<file path="src/design/dpcs_pkg.sv">
// Constants and types for the drive-profile control/status interpreter
package dpcs_pkg;
  // ----------------------------------------------------------------
  // Field positions
  // ----------------------------------------------------------------
  localparam int CMD_RUN = 0;
  localparam int CMD_COAST_REL = 1;
  localparam int CMD_QUICK_REL = 2;
  localparam int CMD_OP_EN = 3;
  localparam int CMD_RAMP_EN = 4;
  localparam int CMD_RAMP_UNFRZ = 5;
  localparam int CMD_SETPT_EN = 6;
  localparam int CMD_FAULT_CLR = 7;
  localparam int CMD_PCD_EN = 10;
  localparam int CMD_REVERSE = 11;
  localparam int ST_SW_ON_RDY = 0;
  localparam int ST_RUN_RDY = 1;
  localparam int ST_RUNNING = 2;
  localparam int ST_TRIP = 3;
  localparam int ST_COAST_REL = 4;
  localparam int ST_QUICK_REL = 5;
  localparam int ST_SW_ON_INH = 6;
  localparam int ST_SPD_REACHED = 8;
  localparam int ST_REMOTE = 9;
  localparam int ST_SPD_LEVEL = 10;
  // ----------------------------------------------------------------
  // Reset values and scaling
  // ----------------------------------------------------------------
  localparam logic [15:0] CMD_RESET = 16'h0000;
  localparam logic [15:0] SPEED_RESET = 16'h0000;
  localparam logic [15:0] SPEED_FULL_SCALE = 16'h4000;
  localparam logic [1:0] LINK_MODE_LOCAL = 2'h0;

  typedef enum logic [4:0] {
    DPCS_NOT_READY = 5'b00001,
    DPCS_SW_ON_READY = 5'b00010,
    DPCS_RUN_READY = 5'b00100,
    DPCS_RUNNING = 5'b01000,
    DPCS_SWITCHING_OFF = 5'b10000
  } dpcs_state_t;
endpackage

</file>
<file path="src/design/dpcs_core.sv">
// Drive-profile command interpreter and status word builder
`timescale 1ns/1ps
module dpcs_core
  import dpcs_pkg::*;
#(
  parameter int SPEED_W = 16
) (
  // Clock and reset
  input wire logic CLK_SYS,
  input wire logic RESET_N,
  // Cyclic fieldbus words
  input wire logic [15:0] DRIVE_COMMAND_WORD,
  input wire logic DRIVE_COMMAND_VALID,
  input wire logic [SPEED_W-1:0] SPEED_REFERENCE_WORD,
  output logic [15:0] DRIVE_STATE_WORD,
  output logic [SPEED_W-1:0] SPEED_FEEDBACK_WORD,
  // Inverter settings
  input wire logic [1:0] LINK_MODE_SETTING,
  input wire logic [1:0] LOCAL_RUN_SETTING,
  input wire logic [SPEED_W-1:0] LOCAL_SPEED_SETTING,
  input wire logic [SPEED_W-1:0] SPEED_DETECT_THRESHOLD,
  input wire logic [15:0] QUICK_DECEL_TIME_SETTING,
  // Inverter status
  input wire logic TRIP_PRESENT,
  input wire logic MOTOR_STOPPED,
  input wire logic [SPEED_W-1:0] DETECTED_SPEED,
  // Commands to the inverter core
  output logic DRIVE_RUN,
  output logic DRIVE_REVERSE,
  output logic COAST_STOP,
  output logic QUICK_STOP,
  output logic [15:0] QUICK_DECEL_TIME,
  output logic RAMP_FREEZE,
  output logic FAULT_CLEAR,
  output logic [SPEED_W-1:0] SPEED_COMMAND
);

  // ----------------------------------------------------------------
  // State
  // ----------------------------------------------------------------
  typedef struct packed {
    dpcs_state_t state;
    logic [15:0] cmd;
    logic [SPEED_W-1:0] ref_spd;
    logic local_block;
    logic [15:0] status;
    logic [SPEED_W-1:0] feedback;
    logic run;
    logic reverse;
    logic coast;
    logic quick;
    logic freeze;
    logic fclr;
    logic [SPEED_W-1:0] spd_cmd;
  } dpcs_regs_t;

  dpcs_regs_t r;
  dpcs_regs_t next_r;

  // Magnitude of a signed speed word
  function automatic logic [SPEED_W-1:0] spd_abs(input logic [SPEED_W-1:0] v);
    spd_abs = v[SPEED_W-1] ? SPEED_W'(-v) : v;
  endfunction

  logic gates_ok;
  logic releases;
  logic drive_en;

  // ----------------------------------------------------------------
  // Next-state logic
  // ----------------------------------------------------------------
  always_comb begin
    next_r = r;
    // Latch cyclic words only when accepted by the enable bit
    if (DRIVE_COMMAND_VALID && DRIVE_COMMAND_WORD[CMD_PCD_EN]) begin
      next_r.cmd = DRIVE_COMMAND_WORD;
      next_r.ref_spd = SPEED_REFERENCE_WORD;
    end
    releases = r.cmd[CMD_COAST_REL] && r.cmd[CMD_QUICK_REL];
    gates_ok = r.cmd[CMD_RAMP_EN] && r.cmd[CMD_RAMP_UNFRZ] && r.cmd[CMD_SETPT_EN] && r.cmd[CMD_PCD_EN];
    next_r.fclr = r.cmd[CMD_FAULT_CLR] && TRIP_PRESENT;
    // Profile sequencing
    unique case (r.state)
      DPCS_NOT_READY: begin
        if (releases && !r.cmd[CMD_RUN] && !TRIP_PRESENT) begin
          next_r.state = DPCS_SW_ON_READY;
        end
        if (r.cmd[CMD_COAST_REL] || r.cmd[CMD_QUICK_REL]) begin
          next_r.local_block = 1'b0;
        end
      end
      DPCS_SW_ON_READY: begin
        if (!releases || TRIP_PRESENT) begin
          next_r.state = DPCS_NOT_READY;
        end else if (r.cmd[CMD_RUN]) begin
          next_r.state = DPCS_RUN_READY;
        end
      end
      DPCS_RUN_READY: begin
        if (!releases || TRIP_PRESENT) begin
          next_r.state = DPCS_NOT_READY;
        end else if (!r.cmd[CMD_RUN]) begin
          next_r.state = DPCS_SW_ON_READY;
        end else if (r.cmd[CMD_OP_EN]) begin
          next_r.state = DPCS_RUNNING;
        end
      end
      DPCS_RUNNING: begin
        if (!releases || TRIP_PRESENT) begin
          next_r.state = DPCS_NOT_READY;
          next_r.local_block = !releases;
        end else if (!r.cmd[CMD_RUN]) begin
          next_r.state = DPCS_SWITCHING_OFF;
        end else if (!r.cmd[CMD_OP_EN]) begin
          next_r.state = DPCS_RUN_READY;
        end
      end
      DPCS_SWITCHING_OFF: begin
        if (!releases || TRIP_PRESENT) begin
          next_r.state = DPCS_NOT_READY;
          next_r.local_block = !releases;
        end else if (r.cmd[CMD_RUN]) begin
          next_r.state = DPCS_RUNNING;
        end else if (MOTOR_STOPPED) begin
          next_r.state = DPCS_SW_ON_READY;
        end
      end
      default: begin
        next_r.state = DPCS_NOT_READY;
      end
    endcase
    // A trip clear always lands in not ready
    if (r.fclr) begin
      next_r.state = DPCS_NOT_READY;
    end
    // Command outputs
    drive_en = (r.state == DPCS_RUNNING) && gates_ok && r.cmd[CMD_RUN];
    if (r.state == DPCS_NOT_READY) begin
      next_r.run = LOCAL_RUN_SETTING[0] || LOCAL_RUN_SETTING[1];
      next_r.reverse = LOCAL_RUN_SETTING[1] && !LOCAL_RUN_SETTING[0];
      next_r.spd_cmd = r.local_block ? SPEED_RESET : LOCAL_SPEED_SETTING;
      next_r.freeze = 1'b0;
    end else begin
      next_r.run = drive_en;
      next_r.reverse = r.cmd[CMD_REVERSE];
      next_r.spd_cmd = r.cmd[CMD_RAMP_EN] ? r.ref_spd : SPEED_RESET;
      next_r.freeze = !r.cmd[CMD_RAMP_UNFRZ];
    end
    next_r.coast = !r.cmd[CMD_COAST_REL];
    next_r.quick = !r.cmd[CMD_QUICK_REL];
    next_r.feedback = DETECTED_SPEED;
    // Status word, unused bits zero
    next_r.status = 16'h0000;
    next_r.status[ST_SW_ON_RDY] = (r.state == DPCS_SW_ON_READY);
    next_r.status[ST_RUN_RDY] = (r.state == DPCS_RUN_READY);
    next_r.status[ST_RUNNING] = (r.state == DPCS_RUNNING);
    next_r.status[ST_TRIP] = TRIP_PRESENT;
    next_r.status[ST_COAST_REL] = r.cmd[CMD_COAST_REL];
    next_r.status[ST_QUICK_REL] = r.cmd[CMD_QUICK_REL];
    next_r.status[ST_SW_ON_INH] = (r.state != DPCS_SW_ON_READY);
    next_r.status[ST_SPD_REACHED] = (DETECTED_SPEED == r.spd_cmd);
    next_r.status[ST_REMOTE] = (LINK_MODE_SETTING != LINK_MODE_LOCAL);
    next_r.status[ST_SPD_LEVEL] = spd_abs(DETECTED_SPEED) >= SPEED_DETECT_THRESHOLD;
  end

  // ----------------------------------------------------------------
  // Registers
  // ----------------------------------------------------------------
  always_ff @(posedge CLK_SYS or negedge RESET_N) begin
    if (!RESET_N) begin
      r <= '0;
      r.state <= DPCS_NOT_READY;
      r.cmd <= CMD_RESET;
      r.status <= 16'h0040;
    end else begin
      r <= next_r;
    end
  end

  // Outputs
  assign DRIVE_STATE_WORD = r.status;
  assign SPEED_FEEDBACK_WORD = r.feedback;
  assign DRIVE_RUN = r.run;
  assign DRIVE_REVERSE = r.reverse;
  assign COAST_STOP = r.coast;
  assign QUICK_STOP = r.quick;
  assign QUICK_DECEL_TIME = QUICK_DECEL_TIME_SETTING;
  assign RAMP_FREEZE = r.freeze;
  assign FAULT_CLEAR = r.fclr;
  assign SPEED_COMMAND = r.spd_cmd;

  // ----------------------------------------------------------------
  // Assertions
  // ----------------------------------------------------------------
  property p_inhibit_inverse;
    @(posedge CLK_SYS) disable iff (!RESET_N) r.status[ST_SW_ON_INH] == !r.status[ST_SW_ON_RDY];
  endproperty
  a_inhibit_inverse: assert property (p_inhibit_inverse) else $error("inhibit not inverse of ready");

  property p_run_gated;
    @(posedge CLK_SYS) disable iff (!RESET_N)
      ($past(r.state) != DPCS_NOT_READY) && DRIVE_RUN |-> $past(r.state == DPCS_RUNNING) && $past(gates_ok);
  endproperty
  a_run_gated: assert property (p_run_gated) else $error("run without running state and gates");

  property p_seq_ready;
    @(posedge CLK_SYS) disable iff (!RESET_N)
      (r.state == DPCS_NOT_READY) && $past(r.state) != DPCS_NOT_READY |=> r.state != DPCS_RUN_READY;
  endproperty
  a_seq_ready: assert property (p_seq_ready) else $error("skipped switch-on ready");

  property p_run_from_ready;
    @(posedge CLK_SYS) disable iff (!RESET_N)
      $rose(r.state == DPCS_RUNNING) |-> $past(r.state) inside {DPCS_RUN_READY, DPCS_SWITCHING_OFF};
  endproperty
  a_run_from_ready: assert property (p_run_from_ready) else $error("running entered out of order");

  property p_off_on_run_drop;
    @(posedge CLK_SYS) disable iff (!RESET_N)
      (r.state == DPCS_RUNNING) && releases && !TRIP_PRESENT && !r.cmd[CMD_RUN] && !r.fclr
      |=> r.state == DPCS_SWITCHING_OFF;
  endproperty
  a_off_on_run_drop: assert property (p_off_on_run_drop) else $error("no switching off on run drop");

  property p_echo;
    @(posedge CLK_SYS) disable iff (!RESET_N)
      1'b1 |=> DRIVE_STATE_WORD[ST_COAST_REL] == $past(r.cmd[CMD_COAST_REL])
               && DRIVE_STATE_WORD[ST_QUICK_REL] == $past(r.cmd[CMD_QUICK_REL]);
  endproperty
  a_echo: assert property (p_echo) else $error("release echo wrong");

  property p_remote;
    @(posedge CLK_SYS) disable iff (!RESET_N)
      1'b1 |=> DRIVE_STATE_WORD[ST_REMOTE] == ($past(LINK_MODE_SETTING) != 2'h0);
  endproperty
  a_remote: assert property (p_remote) else $error("remote bit wrong");

  property p_unused_zero;
    @(posedge CLK_SYS) disable iff (!RESET_N) DRIVE_STATE_WORD[15:11] == 5'h0 && !DRIVE_STATE_WORD[7];
  endproperty
  a_unused_zero: assert property (p_unused_zero) else $error("unused status bits set");

  property p_cmd_gate;
    @(posedge CLK_SYS) disable iff (!RESET_N)
      DRIVE_COMMAND_VALID && !DRIVE_COMMAND_WORD[CMD_PCD_EN] |=> r.cmd == $past(r.cmd);
  endproperty
  a_cmd_gate: assert property (p_cmd_gate) else $error("disabled command word taken");
endmodule

</file>
<file path="config.mk">
export PLATFORM = sky130hd
export DESIGN_NAME = dpcs_core
export DESIGN_NICKNAME = d
export VERILOG_FILES = /design/src/design/dpcs_pkg.sv /design/src/design/dpcs_core.sv
export SDC_FILE = /design/constraint.sdc
export NUM_CORES = 1
export LEC_CHECK = 0
export BUFFER_PORTS_ARGS = -buffer_cell sky130_fd_sc_hd__buf_2
export CORE_MARGIN = 3
export CORE_UTILIZATION = 44
export DETAILED_ROUTE_END_ITERATION = 12
export GPL_ROUTABILITY_DRIVEN = 0
export PLACE_DENSITY = 0.85
export SLEW_MARGIN = 20
export SYNTH_ARGS = -nofsm -noshare
export SYNTH_HDL_FRONTEND = slang
export SYNTH_SLANG_ARGS = --single-unit
</file>
<file path="constraint.sdc">
create_clock -name CLK_SYS -period 1.8 [get_ports CLK_SYS]
set_clock_uncertainty 0.05 [all_clocks]
set_input_delay 0.36 -clock CLK_SYS [delete_from_list [all_inputs] [get_ports CLK_SYS]]
set_output_delay 0.36 -clock CLK_SYS [all_outputs]
set_load 0.02 [all_outputs]
</file>
After elaboration in Yosys (flattened, before gate mapping) --
Index checks and enable logic that the tools add are counted.
Word-level totals: flip-flop bits (word level) 82, input bits 105, output and inout bits 70
Operators by class: $add $sub $neg 1, $lt $le $gt $ge 1, eq/ne operators 14, muxes and demuxes 23, reduce and logical (&&, ||, !) cells 26
Operators with widths (number):
- $mux W5 | 13
- $mux W16 | 4
- $pmux W5 S5 | 1
- $eq A16 B16 Y1 | 1
- $ge A16 B16 Y1 | 1
- $neg A16 Y16 | 1
- $logic_and A1 B1 Y1 | 11
- $ne A5 B4 Y1 const B | 2
- $logic_not A1 Y1 | 7
- $eq A5 B1 Y1 const B | 1
- $eq A5 B2 Y1 const B | 1
- $eq A5 B3 Y1 const B | 1
- $eq A5 B4 Y1 const B | 1
- $eq A5 B5 Y1 const B | 1
- $ne A5 B2 Y1 const B | 1
- $ne A5 B5 Y1 const B | 1
- $reduce_and A5 Y1 | 1
- $ne A4 B3 Y1 const B | 1
- $reduce_bool A2 Y1 | 2
- $logic_or A1 B1 Y1 | 3
- $mux W1 | 3
- $ne A3 B3 Y1 const B | 1
- $reduce_and A3 Y1 | 1
- $mux W2 | 1
- other kinds (4) | 4

Logic depth before layout (Yosys ltp) --
word-level depth 6, gate-level depth with buffers 12, gate-level depth less buffers 12

Worst setup path after synthesis --
Ideal clock, no wire load.
path kind input port to flip-flop, start point input port DETECTED_SPEED[0], end point register r, in the netlist DRIVE_STATE_WORD[10], data arrival time 2.643 ns, setup slack -1.033 ns, stages on the path 12, buffers on the path 0, cell sequence inv_1 -> ha_1 -> or4b_2 -> nor3_1 -> nor2_1 -> a21oi_1 -> xnor2_1 -> ha_1 -> a2111oi_0 -> o21ai_0 -> o211ai_1 -> o211ai_1
RTL lines:
- start, declared | line dpcs_core.sv:26 | input wire logic [SPEED_W-1:0] DETECTED_SPEED,
- end signal, assigned | line dpcs_core.sv:176 | r <= next_r;
- end, declared | line dpcs_core.sv:57 | dpcs_regs_t r;

==> flow_summary.json <==
{
  "p_per_area_mw_per_mm2": 1040,
  "fillers": 796,
  "vias_per_cell": 5.00,
  "io_buffers": 130,
  "r2r-end": "r[89]",
  "muxShareOfSynthArea_pct": 7.80,
  "cp.required_ps": 1990,
  "drc": 0,
  "synthAdderAreaFrac_pct": 4.97,
  "ys_async_sr_fraction_pct": 100,
  "finish.utilization_pct": 58.9,
  "timing.rr.start": "r[88]",
  "synth_compound_area_share_pct": 9.79,
  "wl_um": 10700,
  "cts_buffer_depth": 2,
  "min-delay-start": "DETECTED_SPEED[14]",
  "grt_pass1_wl_um": 16900,
  "cts-root-buf": "clkbuf_8",
  "drive_gt1_share_pct": 53.7,
  "drt_iter0_markers": 106,
  "clk_latency_ps": 360,
  "synthXorXnorAreaFrac_pct": 6.54,
  "rows": 35,
  "cts_buffers": 9,
  "die-area_mm2": 0.0110,
  "arrival_ps": 2660,
  "grt_pass1_vias": 3470,
  "peakVddDrop_uv": 611,
  "yosys_register_bits": 80,
  "rsz0062_at_grt": "true",
  "power_mw": 5.72,
  "die_x_um": 105,
  "finalCriticalPeriod_ps": 2470,
  "tritoncts": "done",
  "start_util_pct": 45.7,
  "synth_area_leaders": "dfrtp_1 46%, buf_4 11%, mux2_2 7.1%",
  "ff2ff_setup_slack_ps": -30,
  "ys_warn_count": 0,
  "setup_ws_ps": -675,
  "postSynthCellCount": 381,
  "tightest_slew_ps": 576,
  "antenna_left": 0,
  "endpoint_kind": "flip-flop",
  "pre_cts_ws_ps": -1220,
  "status": "finished, violations left",
  "leakagePower_nw": 2.70,
  "area_delta_synth_final_pct": 29.0,
  "yosysTopAreaCell": "dfrtp_1",
  "cts_sinks": 80,
  "wl_per_cell_um": 16.5,
  "fmax_mhz": 404,
  "yosys.area_share.simple_pct": 8.97,
  "path_max_fanout": 3,
  "synth_top_flop_cell": "dfrtp_1",
  "fin_nets": 641,
  "antenna_found_initial": 0,
  "n_antenna_cell": 0,
  "num_io_pins": 175,
  "dr.pass1.iters": 4,
  "routed-via-count": 3262,
  "grt_max_degree": 45,
  "path_class": "input pin to flip-flop",
  "cts_htree_levels": 3,
  "die_h_um": 105,
  "relSlewSlack_pct": 61.6,
  "fin_crit_sh_pct": 137,
  "hpwl_um": 8070,
  "finalSetupTns_ps": -749,
  "maxSlewViolCount": 0,
  "setup_viol": 4,
  "critical_path.endpoint": "DRIVE_STATE_WORD[10]",
  "violations": "setup timing",
  "synth_top_family_by_area": "buffers and inverters",
  "min_path_type": "input pin to flip-flop",
  "cp-startpoint": "DETECTED_SPEED[1]",
  "r2r_cells": 6,
  "grt_usage_pct": 19.6,
  "layout_common_cells": "127 x buf_2, 75 x dfrtp_1, 61 x buf_4",
  "grt-ovfl-total": 0,
  "synth_edf_count": 0,
  "hold_violations": 0,
  "cap_violations": 0,
  "final_common_cell": "buf_2",
  "clk_pin_slew_ps": 90,
  "ys_seq_area_share_pct": 46.8,
  "ys_types": 53,
  "start_kind": "input pin",
  "synthesis.area_mm2": 0.00428,
  "syn_avg_cell_area_um2": 11.2,
  "yosysTopAreaCellShare_pct": 45.6,
  "core-area_mm2": 0.00937
}
[worst min path at each step]
stage / slack, ps / to / cells past startpoint
floorplan: 10 / COAST_STOP / 0
global placement: 340 / r[71] / 1
detailed placement: 340 / r[74] / 1
CTS: 130 / DRIVE_STATE_WORD[9] / 2
global route: 130 / DRIVE_STATE_WORD[9] / 2
finish: 140 / SPEED_FEEDBACK_WORD[14] / 1
[per-layer routing]
metal / global-route usage [%] / wire [um]
met1: 23.6 / 4280
met5: 0 / 0
met2: 33.3 / 5510
met3: 4.88 / 540
met4: 8.43 / 395
[sequential cells by signal (all words and copies together) (netlist names)]
name	flops
DRIVE_REVERSE	1
DRIVE_STATE_WORD	10
FAULT_CLEAR	1
QUICK_STOP	1
DRIVE_RUN	1
COAST_STOP	1
RAMP_FREEZE	1
SPEED_COMMAND	16
r	30
next_r	2
SPEED_FEEDBACK_WORD	16
[critical path, stage by stage]
cell       delay [ps]
buf_6             100
inv_2              70
ha_4              130
or4b_4            480
nor3_4            210
nor2_4             60
a21oi_2           120
xnor2_1           140
ha_1              290
a2111oi_2         390
o21ai_1           120
o211ai_1          100
o211ai_1          100
[kinds of logic (layout without fill, tap and decap cells)]
family	count (synthesis)	in the layout
other	1	6
AND/OR/NAND/NOR	63	63
flip-flops	80	80
XOR/XNOR	32	32
buffers and inverters	102	239
AO/OA/AOI/OAI	56	56
adder cells (fa/ha/maj)	17	17
multiplexers	30	30
[timing repair]
item / 4_1_cts / 5_1_grt
resized for setup: 18 / 25
setup buffers: 5 / 7
pin swaps: 16 / 17
hold buffers: 1 / 0
hold endpoints to repair: 40 / 0
setup endpoints to repair: 21 / 12
[cell usage after synthesis (3+ instances only)]
cell type   n
nand2_1     8
mux2i_1     3
nand2b_1    4
inv_1      25
nand4_1     7
nor3_1      3
ha_1       17
xnor2_1    30
buf_2       4
a21oi_1     9
a22o_1     16
clkbuf_1    6
o21ai_0    11
o211ai_1    3
nand3_1     3
dfrtp_1    78
buf_4      64
nor2_1      9
nor3b_1     3
nor4_1      3
mux2_2     27
or3_1       3
[area by class of cell]
class	count	area, um2	area share (%)
Tap cell	129	161	2.92
Clock inverter	6	67.6	1.22
Inverter	25	93.8	1.70
Multi-Input combinational cell	204	1840	33.3
Timing Repair Buffer	199	1230	22.2
Clock buffer	9	124	2.24
Sequential cell	80	2010	36.4
[metrics by stage]
| step | std cells | hold WS (ps) | instance area, um2 |
|---|---|---|---|
| after floorplan | 386 | 14.4 | 4340 |
| after CTS | 645 | 126 | 5360 |
| after global placement | 624 | 335 | 5050 |
| after global routing | 652 | 130 | 5520 |
| final | 652 | 141 | 5520 |
| after detailed placement | 624 | 342 | 5050 |
[where the power goes]
part	total (mW)	internal, mW	switching [mW]
Sequential	2.30	2.10	0.200
Clock	1.33	0.640	0.691
Combinational	2.09	1.01	1.07
(Power assumes the default switching activity.)
